$ cat src/hdl/tick_pkg.sv
`default_nettype none
package tick_pkg;

	localparam int          DATA_WIDTH      = 32;
	localparam int          ADDR_WIDTH      = 8;
	localparam int          COUNT_WIDTH     = 24;

	// register byte offsets
	localparam logic [7:0]  OFS_CONTROL     = 8'h00;
	localparam logic [7:0]  OFS_RELOAD      = 8'h04;
	localparam logic [7:0]  OFS_CURRENT     = 8'h08;
	localparam logic [7:0]  OFS_CALIB       = 8'h0C;
	localparam logic [7:0]  OFS_IRQ_STATUS  = 8'h10;
	localparam logic [7:0]  OFS_IRQ_MASK    = 8'h14;

	// control and status field positions
	localparam int          BIT_ENABLE      = 0;
	localparam int          BIT_EXC_ENABLE  = 1;
	localparam int          BIT_CLK_CHOICE  = 2;
	localparam int          BIT_ZERO_FLAG   = 16;

	// calibration field positions
	localparam int          BIT_NO_REF      = 31;
	localparam int          BIT_SKEW        = 30;

	// interrupt status field positions
	localparam int          BIT_IRQ_ZERO    = 0;
	localparam int          IRQ_WIDTH       = 1;

	// reset values
	localparam logic [23:0] RESET_COUNT     = 24'h000000;
	localparam logic        RESET_CLK_CHOICE = 1'b1;

	// calibration defaults: ten millisecond reload at 100 MHz
	localparam int          CLOCK_HZ        = 100000000;
	localparam int          TEN_MS_US       = 10000;
	localparam int          TEN_MS_CYCLES   = CLOCK_HZ / 1000000 * TEN_MS_US - 1;

	typedef struct packed {
		logic       enable;
		logic       exc_enable;
		logic       clk_choice;
	} control_type;

	typedef struct packed {
		logic                  no_reference_clock;
		logic                  skew_inexact;
		logic [23:0]           ten_millisecond_count;
	} calib_type;

endpackage
`default_nettype wire

$ cat src/hdl/tick_sync.sv
`timescale 1ns/10ps
`default_nettype none
module tick_sync (
	input  wire logic clk_sys_i,
	input  wire logic resetn_i,
	input  wire logic async_i,
	output logic      sync_o
);
	logic stage1;

	always_ff @(posedge clk_sys_i) begin
		if (!resetn_i) begin
			stage1 <= 1'b0;
			sync_o <= 1'b0;
		end else begin
			stage1 <= async_i;
			sync_o <= stage1;
		end
	end
endmodule // tick_sync
`default_nettype wire

$ cat src/hdl/system_tick_timer.sv
// How it works
// - reload field copied into counter when enabled and at each zero.
// - reload of zero never sets flag nor requests the exception.
// - current-value read returns live 24-bit counter.
// - any current-value write zeroes counter and clears zero flag, unless a zero step sets it in the same cycle.
// - calibration bit 31 is one when no reference clock exists.
// - calibration bit 30 is one when ten ms count is inexact.
// - low 24 calibration bits hold ten ms reload, zero means unknown.
// - counting freezes while the counter clock is stopped.
// - control bits: enable, exception enable, clock choice, zero flag.
// - at zero set flag, request exception if enabled, reload, continue.
// - decrement once per tick, wrap to reload after zero.
// - counter holds while the processor is halted for debug.
//
// Added by the designer: the address-and-strobe port and the register addresses.
`timescale 1ns/10ps
`default_nettype none
module system_tick_timer
	import tick_pkg::*;
#(
	parameter logic        HAS_REF_CLOCK = 1'b1,
	parameter logic        TEN_MS_EXACT  = 1'b0,
	parameter logic [23:0] TEN_MS_VALUE  = 24'(TEN_MS_CYCLES)
) (
	input  wire logic                  clk_sys_i,
	input  wire logic                  resetn_i,
	input  wire logic [ADDR_WIDTH-1:0] addr_i,
	input  wire logic [DATA_WIDTH-1:0] wdata_i,
	input  wire logic                  write_i,
	input  wire logic                  read_i,
	output logic      [DATA_WIDTH-1:0] rdata_o,
	input  wire logic                  ref_clock_i,
	input  wire logic                  debug_halt_i,
	input  wire logic                  clock_stopped_i,
	output logic                       tick_request_o,
	output logic                       irq_o
);

	control_type              control;
	logic [COUNT_WIDTH-1:0]   reload;
	logic [COUNT_WIDTH-1:0]   count;
	logic                     zero_reached_flag;
	logic                     enable_seen;
	logic                     ref_sync;
	logic                     ref_last;
	logic [IRQ_WIDTH-1:0]     irq_status;
	logic [IRQ_WIDTH-1:0]     irq_mask;

	// the only counting step that raises events
	function automatic logic last_step(input logic [COUNT_WIDTH-1:0] c);
		return c == COUNT_WIDTH'(1);
	endfunction

	// reference clock is a pin: synchronise, then detect rising edges
	tick_sync ref_sync_inst (
		.clk_sys_i (clk_sys_i),
		.resetn_i  (resetn_i),
		.async_i   (ref_clock_i),
		.sync_o    (ref_sync)
	);

	wire sel_control = (addr_i == OFS_CONTROL);
	wire sel_reload  = (addr_i == OFS_RELOAD);
	wire sel_current = (addr_i == OFS_CURRENT);
	wire sel_calib   = (addr_i == OFS_CALIB);
	wire sel_status  = (addr_i == OFS_IRQ_STATUS);
	wire sel_mask    = (addr_i == OFS_IRQ_MASK);

	wire wr_control  = write_i && sel_control;
	wire wr_reload   = write_i && sel_reload;
	wire wr_current  = write_i && sel_current;
	wire wr_mask     = write_i && sel_mask;
	wire rd_control  = read_i && sel_control;
	wire rd_status   = read_i && sel_status;

	wire ref_edge    = ref_sync && !ref_last;

	// processor clock or reference edges; debug halt and a stopped clock
	// both freeze the counter
	wire tick_src    = control.clk_choice ? 1'b1 : ref_edge;
	wire tick        = control.enable && tick_src
	                   && !debug_halt_i && !clock_stopped_i;

	wire first_load  = control.enable && !enable_seen;
	// the step from one to zero is the only event
	wire hit_zero    = tick && !first_load
	                   && last_step(count);

	wire [COUNT_WIDTH-1:0] next_count =
		wr_current ? RESET_COUNT :
		first_load ? reload :
		!tick      ? count :
		(count == RESET_COUNT) ? reload :
		count - 24'h000001;

	// set wins over a clearing read of the same cycle
	wire next_zero_flag = hit_zero
	                      || (zero_reached_flag
	                          && !rd_control && !wr_current);

	wire next_clk_choice = !HAS_REF_CLOCK ? 1'b1 :
	                       wr_control ? wdata_i[BIT_CLK_CHOICE] :
	                       control.clk_choice;

	wire [IRQ_WIDTH-1:0] next_irq_status =
		(rd_status ? '0 : irq_status) | IRQ_WIDTH'(hit_zero);

	calib_type calib;
	// one assignment keeps the whole struct on a single driver
	assign calib = {!HAS_REF_CLOCK, !TEN_MS_EXACT,
	                TEN_MS_VALUE};

	wire [DATA_WIDTH-1:0] control_word =
		{15'h0000, zero_reached_flag, 13'h0000, control.clk_choice,
		 control.exc_enable, control.enable};

	wire [DATA_WIDTH-1:0] read_word =
		sel_control ? control_word :
		sel_reload  ? {8'h00, reload} :
		sel_current ? {8'h00, count} :
		sel_calib   ? {calib[25:24], 6'h00, calib[23:0]} :
		sel_status  ? {31'h00000000, irq_status} :
		sel_mask    ? {31'h00000000, irq_mask} :
		32'h00000000;

	always_ff @(posedge clk_sys_i) begin
		if (!resetn_i) begin
			control.enable     <= 1'b0;
			control.exc_enable <= 1'b0;
			control.clk_choice <= RESET_CLK_CHOICE;
			enable_seen        <= 1'b0;
			ref_last           <= 1'b0;
		end else begin
			if (wr_control) begin
				control.enable     <= wdata_i[BIT_ENABLE];
				control.exc_enable <= wdata_i[BIT_EXC_ENABLE];
			end
			control.clk_choice <= next_clk_choice;
			enable_seen        <= control.enable;
			ref_last           <= ref_sync;
		end
	end

	always_ff @(posedge clk_sys_i) begin
		if (!resetn_i) begin
			reload            <= RESET_COUNT;
			count             <= RESET_COUNT;
			zero_reached_flag <= 1'b0;
		end else begin
			if (wr_reload)
				reload <= wdata_i[COUNT_WIDTH-1:0];
			count             <= next_count;
			zero_reached_flag <= next_zero_flag;
		end
	end

	always_ff @(posedge clk_sys_i) begin
		if (!resetn_i) begin
			irq_status     <= '0;
			irq_mask       <= '0;
			rdata_o        <= 32'h00000000;
			tick_request_o <= 1'b0;
			irq_o          <= 1'b0;
		end else begin
			irq_status     <= next_irq_status;
			if (wr_mask)
				irq_mask <= wdata_i[IRQ_WIDTH-1:0];
			rdata_o        <= read_i ? read_word : 32'h00000000;
			tick_request_o <= hit_zero && control.exc_enable;
			irq_o          <= |(next_irq_status & irq_mask);
		end
	end
endmodule // system_tick_timer
`default_nettype wire

$ cat config.mk
export PLATFORM = sky130hd
export DESIGN_NAME = system_tick_timer
export DESIGN_NICKNAME = d
export VERILOG_FILES = /design/src/hdl/tick_pkg.sv /design/src/hdl/tick_sync.sv /design/src/hdl/system_tick_timer.sv
export SDC_FILE = /design/constraint.sdc
export NUM_CORES = 1
export LEC_CHECK = 0
export ABC_AREA = 1
export ABC_CLOCK_PERIOD_IN_PS = 4570
export BUFFER_PORTS_ARGS = -buffer_cell sky130_fd_sc_hd__buf_4
export CORE_ASPECT_RATIO = 0.9
export CORE_UTILIZATION = 50
export CTS_CLUSTER_SIZE = 8
export DETAILED_ROUTE_END_ITERATION = 7
export PLACE_DENSITY = 0.71
export SYNTH_ARGS = -nofsm -noshare
export SYNTH_HDL_FRONTEND = slang
export SYNTH_SLANG_ARGS = --single-unit
$ cat constraint.sdc
create_clock -name clk_sys_i -period 4.57 [get_ports clk_sys_i]
set_clock_uncertainty 0.05 [all_clocks]
set_input_delay 0 -clock clk_sys_i [delete_from_list [all_inputs] [get_ports clk_sys_i]]
set_output_delay 0 -clock clk_sys_i [all_outputs]
set_load 0.005 [all_outputs]
# Word-level counts from Yosys, hierarchy flattened
# Index checks and enable logic that the tools add are counted.
[totals] word_cells=72 ff_bits=92
[op_classes] n_mux=11 eq_ne=6 addsub=1 reduce_logical=32 n_bitwise=4
[op_table] cell="24-bit two-way mux" n=5
[op_table] cell="31-bit two-way mux" n=1
[op_table] cell="24-bit by 1-bit equality test with 1-bit output, second input constant" n=1
[op_table] cell="24-bit logical NOT" n=1
[op_table] cell="24-bit by 1-bit subtractor with 24-bit output, second input constant" n=1
[op_table] cell="17-bit two-way mux" n=1
[op_table] cell="8-bit by 4-bit equality test with 1-bit output, second input constant" n=2
[op_table] cell="8-bit by 5-bit equality test with 1-bit output, second input constant" n=2
[op_table] cell="1-bit logical AND" n=16
[op_table] cell="8-bit by 3-bit equality test with 1-bit output, second input constant" n=1
[op_table] cell="8-bit logical NOT" n=1
[op_table] cell="1-bit logical NOT" n=7
[op_table] cell="7-bit OR reduction" n=1
[op_table] cell="5-bit OR reduction" n=1
[op_table] cell="1-bit two-way mux" n=4
[op_table] cell="3-bit OR reduction" n=1
[op_table] cell="1-bit inverter" n=2
[op_table] cell="2-bit AND reduction" n=1
[op_table] cell="2-bit nonzero test" n=1
[op_table] cell="2-bit OR reduction" n=1
[op_table] cell="1-bit AND" n=1
[op_table] cell="1-bit logical OR" n=1
[op_table] cell="1-bit OR" n=1

# Logic depth before layout (Yosys ltp)
[logic_depth] ltp_word=10 mapped_depth=12 ltp_nobuf=11

# Hierarchy
# A second synthesis with hierarchy kept.
[hier_totals] hier_cells=616 area_unflattened_um2=4185.3
[modules_own_cells] mod="system_tick_timer" cells_per_inst=610 area_per_inst_um2=4130.2 n_inst=1
[modules_own_cells] mod="tick_sync" cells_per_inst=6 area_per_inst_um2=55.1 n_inst=1

# Least setup slack after synthesis
# No wires, ideal clock.
[synth_timing] path_type="reg2reg" start="register count[0]" end="register count[16]" slack_ns=2.842 arrival_time_ns=1.558 path_buffers=1 stages_incl_launch_ff=13 required_time_ns=4.400 setup_ns=0.120 path_cell_list="dfxtp_1 -> inv_1 -> ha_1 -> clkbuf_1 -> nand2_1 -> nor2_4 -> nand2_1 -> nand2_1 -> nand2_1 -> nor2_1 -> nor2_1 -> nor2_1 -> nor2_1"
[synth_via] elab_chain_len=4
[synth_lines] element="start: declaration" line_no="system_tick_timer.sv:41" source="logic [COUNT_WIDTH-1:0] count;"
[synth_lines] element="start signal: assignment" line_no="system_tick_timer.sv:152" source="count <= next_count;"
[synth_lines] element="24-bit by 1-bit subtractor with 24-bit output or 24-bit logical NOT (tied branches)" line_no="system_tick_timer.sv:94, system_tick_timer.sv:93"
[synth_lines] element="24-bit two-way mux (*)" line_no="system_tick_timer.sv:93" source="(count == RESET_COUNT) ? reload :"
[synth_lines] element="24-bit two-way mux (*)" line_no="system_tick_timer.sv:92" source="!tick ? count :"
[synth_lines] element="24-bit two-way mux (*)" line_no="system_tick_timer.sv:91" source="first_load ? reload :"
# Every way passes the cells marked *; elsewhere a longest branch is shown, timed or not. The select of a mux whose other input is x is not followed.
# A chain may end at the register's enable or synchronous reset.

# Final worst setup path
[layout_timing] start="input addr_i[3]" end="register rdata_o[30]"
[layout_via] elab_chain_len=2
[layout_lines] element="start: declaration" line_no="system_tick_timer.sv:27" source="input wire logic [ADDR_WIDTH-1:0] addr_i,"
[layout_lines] element="8-bit by 3-bit equality test with 1-bit output, or another cell as far along" line_no="system_tick_timer.sv:63" source="wire sel_reload = (addr_i == OFS_RELOAD);"
[layout_lines] element="5-bit OR reduction (no line) or 31-bit two-way mux (tied branches)"
[layout_lines] element="end signal: assignment" line_no="system_tick_timer.sv:168" source="rdata_o <= read_i ? read_word : 32'h00000000;"
[layout_lines] element="end: declaration" line_no="system_tick_timer.sv:31" source="output logic [DATA_WIDTH-1:0] rdata_o,"
# Several ways; a longest one is shown, not always the timed one.

==> impl_metrics.py <==
metrics = {
    "drt": {
        "drtIter0Drc": 425,
        "dr.max_layer_used": "met4",
        "wl_met3_mm": 1.040,
        "wirelength_mm": 12.48,
        "post_drt_wl_per_cell_um": 15.16,
        "vias": 4402,
        "drt_first_pass_iters": 5,
        "drtAntennaViolNets": 0,
        "viasPerCell": 5.349,
        "drt-met1-wl_mm": 6.006,
        "wl_met2_mm": 5.315,
        "drc_errors": 0,
    },
    "clock_network": {
        "cts.sinks": 85,
        "cts_buffers": 9,
        "cts_max_level": 3,
        "cts.path.max_buffers": 2,
        "root_buffer": "clkbuf_8",
        "insertion_delay_ns": 0.37,
        "clk_pin_slew_worst_paths_ns": 0.10,
        "cts_tree": "done",
        "cts_resized": 0,
    },
    "synthesis": {
        "synth_area_um2": 4329,
        "syn_inst": 612,
        "synth.avg_cell_area_um2": 7.074,
        "yosysSeqAreaShare_pct": 39.31,
        "synth_cell_types": 33,
        "synth_seq_cells": 85,
        "synth_warnings": 0,
    },
    "worst_setup_path": {
        "crit_type": "input port to register",
        "end_kind": "register",
        "start_kind": "input port",
        "cp_max_fo": 21,
        "cp.depth": 9,
        "crit_family": "buffers and inverters",
        "startpoint": "addr_i[3]",
        "crit_end": "rdata_o[30]$_SDFF_PP0_",
        "cp.buffers_inverters": 5,
        "required_ns": 4.77,
        "r2r_slack_ns": 2.46,
        "path_cells": "dlygate4sd3_1 > buf_4 > inv_1 > nand3_1 > nor2_1 > nor2_1 > inv_1 > nor3_1 > dlygate4sd3_1",
        "rr_worst_depth": 10,
        "worstReg2RegEnd": "count[0]$_SDFFE_PP0P_",
        "crit_path_top_delay_cell": "inv_1",
        "critPathArrivalTime_ns": 2.86,
        "r2r_start": "control[2]$_SDFFE_PN0P_",
        "slowest_delay_ns": 0.60,
    },
    "pwr": {
        "switching_share_pct": 22.99,
        "intPower_mw": 1.161,
        "power_leakage_nw": 2.417,
        "pwr-share-clk_pct": 44.1,
        "switching_power_uw": 346.5,
        "p_comb_share_pct": 6.6,
        "pwr-share-seq_pct": 49.3,
        "power-per-cell-area_nw_per_um2": 276.1,
        "ir_drop_uv": 155.1,
    },
    "finish": {
        "drive_gt1_share_pct": 18.22,
        "final_cell_area_um2": 5460,
        "syn_to_final_growth_pct": 26.13,
        "num-nets-final": 754,
        "insertedDiodeCount": 0,
        "final-instance-count-excl-fill": 823,
    },
    "global_route": {
        "grt_pass1_vias": 4079,
        "grt_first_pass_wirelength_mm": 20.49,
        "grt.total_usage_pct": 29.03,
        "antenna_found_initial": 0,
        "grt_start_max_net_pins": 47,
        "overflow": 0,
    },
    "timing": {
        "rsz0062_at_grt": "no",
        "fin_ws_ns": 1.916,
        "timing.hold.ws_ns": 0.03617,
        "final.setup.tns_ns": 0,
        "hold_violations": 0,
        "relSlewSlack_pct": 29.67,
        "setup_violations": 0,
        "fmax_mhz": 376.8,
        "slew_violations": 0,
        "fin_crit_sh_pct": 58.08,
        "period_minus_slack_ns": 2.654,
        "worst_pin_slew_ns": 1.052,
    },
    "placed_design": {
        "port_buffers": 65,
        "dp_cells": 765,
        "place_congestion": 0.9421,
        "pre_cts_slack_ns": 2.132,
        "placed_cell_area_um2": 4787,
        "hpwlAfterDp_mm": 8.324,
    },
    "job": {
        "drv_cap": 0,
    },
    "floorplan": {
        "fp.dieW_um": 100.1,
        "rows": 31,
        "io_pins": 81,
        "die_h_um": 90.28,
        "start_util_pct": 52.65,
        "die_area_um2": 9035,
        "core_um2": 8223,
    },
    "run_status": {
        "status": "finished, final reports clean",
    },
    "worst_hold_path": {
        "hold_class": "input port to register",
    },
}
tightest hold or removal path, stage by stage:
cell and delay (ns):
buf_4 0.08, nor2_1 0.04, nand2_1 0.05, nor2_1 0.08
nand3_1 0.11, a21oi_1 0.06
metrics by stage:
stage          utilization [%]  total power, mW
2_1_floorplan                -           0.8024
3_3_place_gp             58.22           0.8309
3_5_place_dp             58.22           0.8323
4_1_cts                  66.40            1.510
5_1_grt                  66.40            1.554
6_report                 66.40            1.507
cells in the final DEF (no fill, tap or decap), types with 2 or more instances in the layout:
| master | n |
|---|---|
| o211ai_1 | 4 |
| a211oi_1 | 8 |
| nor2_4 | 3 |
| a21oi_1 | 76 |
| o21ai_1 | 6 |
| o21ai_0 | 34 |
| inv_2 | 6 |
| nor3_1 | 5 |
| nand2_4 | 3 |
| nand3_2 | 8 |
| buf_4 | 66 |
| nand2_1 | 134 |
| nand4_1 | 12 |
| bufinv_16 | 3 |
| dfxtp_1 | 85 |
| dlygate4sd3_1 | 43 |
| nor2_2 | 7 |
| a21oi_2 | 9 |
| inv_6 | 2 |
| nor2_8 | 2 |
| ha_1 | 3 |
| nand3_1 | 46 |
| clkbuf_8 | 9 |
| xnor2_1 | 2 |
| conb_1 | 7 |
| inv_1 | 66 |
| xor2_1 | 2 |
| nor2_1 | 42 |
| nand3b_1 | 2 |
| nand2_2 | 8 |
layout make-up:
cell class | instances | area, um^2
clock buffer | 9 | 123.9
clock inverter | 6 | 118.9
fill | 724 | 2763
inverter | 73 | 276.5
multi-input combinational | 426 | 2170
sequential | 85 | 1702
tap | 115 | 143.9
timing repair buffer | 109 | 925.9
layer usage:
layer	global-route usage, %	up-vias
met3	6.115	10
met2	42.36	192
li1	-	2165
met4	6.280	0
met1	43.68	2035
met5	0	-
flip-flops by register name, summed over array words and instances (netlist names), 3 cells and up:
register / count
rdata_o: 25
count: 24
reload: 24
control: 3
kinds of logic (layout without fill, tap and decap cells):
kind of cell / Yosys count / after routing / synth area share, %
AO/OA/AOI/OAI: 139 / 139 / 17.69
XOR/XNOR: 4 / 4 / 0.8094
adder cells (fa/ha/maj): 3 / 3 / 0.8671
buffers and inverters: 107 / 197 / 11.10
flip-flops: 85 / 85 / 39.31
other: 1 / 7 / 0.08662
AND/OR/NAND/NOR: 273 / 273 / 30.14
Yosys cell counts (all sizes together):
library cell    n  area (um^2)
buf            27        177.7
conb            1        3.750
nand4          12        75.07
o211ai          4        30.03
a21oi          85        459.2
nand3          55        327.8
dfxtp          85         1702
o21bai          1        7.510
a211oi          8        60.06
clkbuf          7        26.28
nand2         145        586.8
ha              3        37.54
xor2            2        17.52
o32ai           1        8.760
nor3            5        25.02
o21ai          40        200.2
xnor2           2        17.52
inv            73        276.5
nor2           54        275.3
nand3b          2        15.01
worst min-delay path by stage:
stage	from	to	slack, ns	depth (start not counted)
global placement	ref_clock_i	ref_sync_inst.stage1$_SDFF_PN0_	0.14	3
CTS	addr_i[7]	irq_mask$_SDFFE_PN0P_	0.02	6
finish	addr_i[7]	irq_mask$_SDFFE_PN0P_	0.04	6
global route	addr_i[4]	irq_mask$_SDFFE_PN0P_	0.08	5
detailed placement	ref_clock_i	ref_sync_inst.stage1$_SDFF_PN0_	0.14	3
floorplan	ref_clock_i	ref_sync_inst.stage1$_SDFF_PN0_	0.05	2
what timing repair did:
action,CTS,global route
endpoints found under the hold margin,38,0
hold buffers,43,0
setup buffers,0,0
power by group through the flow:
| stage | logic, mW | clock network (mW) | registers, mW |
|---|---|---|---|
| 2_1_floorplan | 0.0423 | 0 | 0.760 |
| 3_3_place_gp | 0.0707 | 0 | 0.760 |
| 3_5_place_dp | 0.0720 | 0 | 0.760 |
| 4_1_cts | 0.0975 | 0.669 | 0.743 |
| 5_1_grt | 0.109 | 0.702 | 0.743 |
| 6_report | 0.100 | 0.665 | 0.743 |
Power figures use the tool's default switching activity.
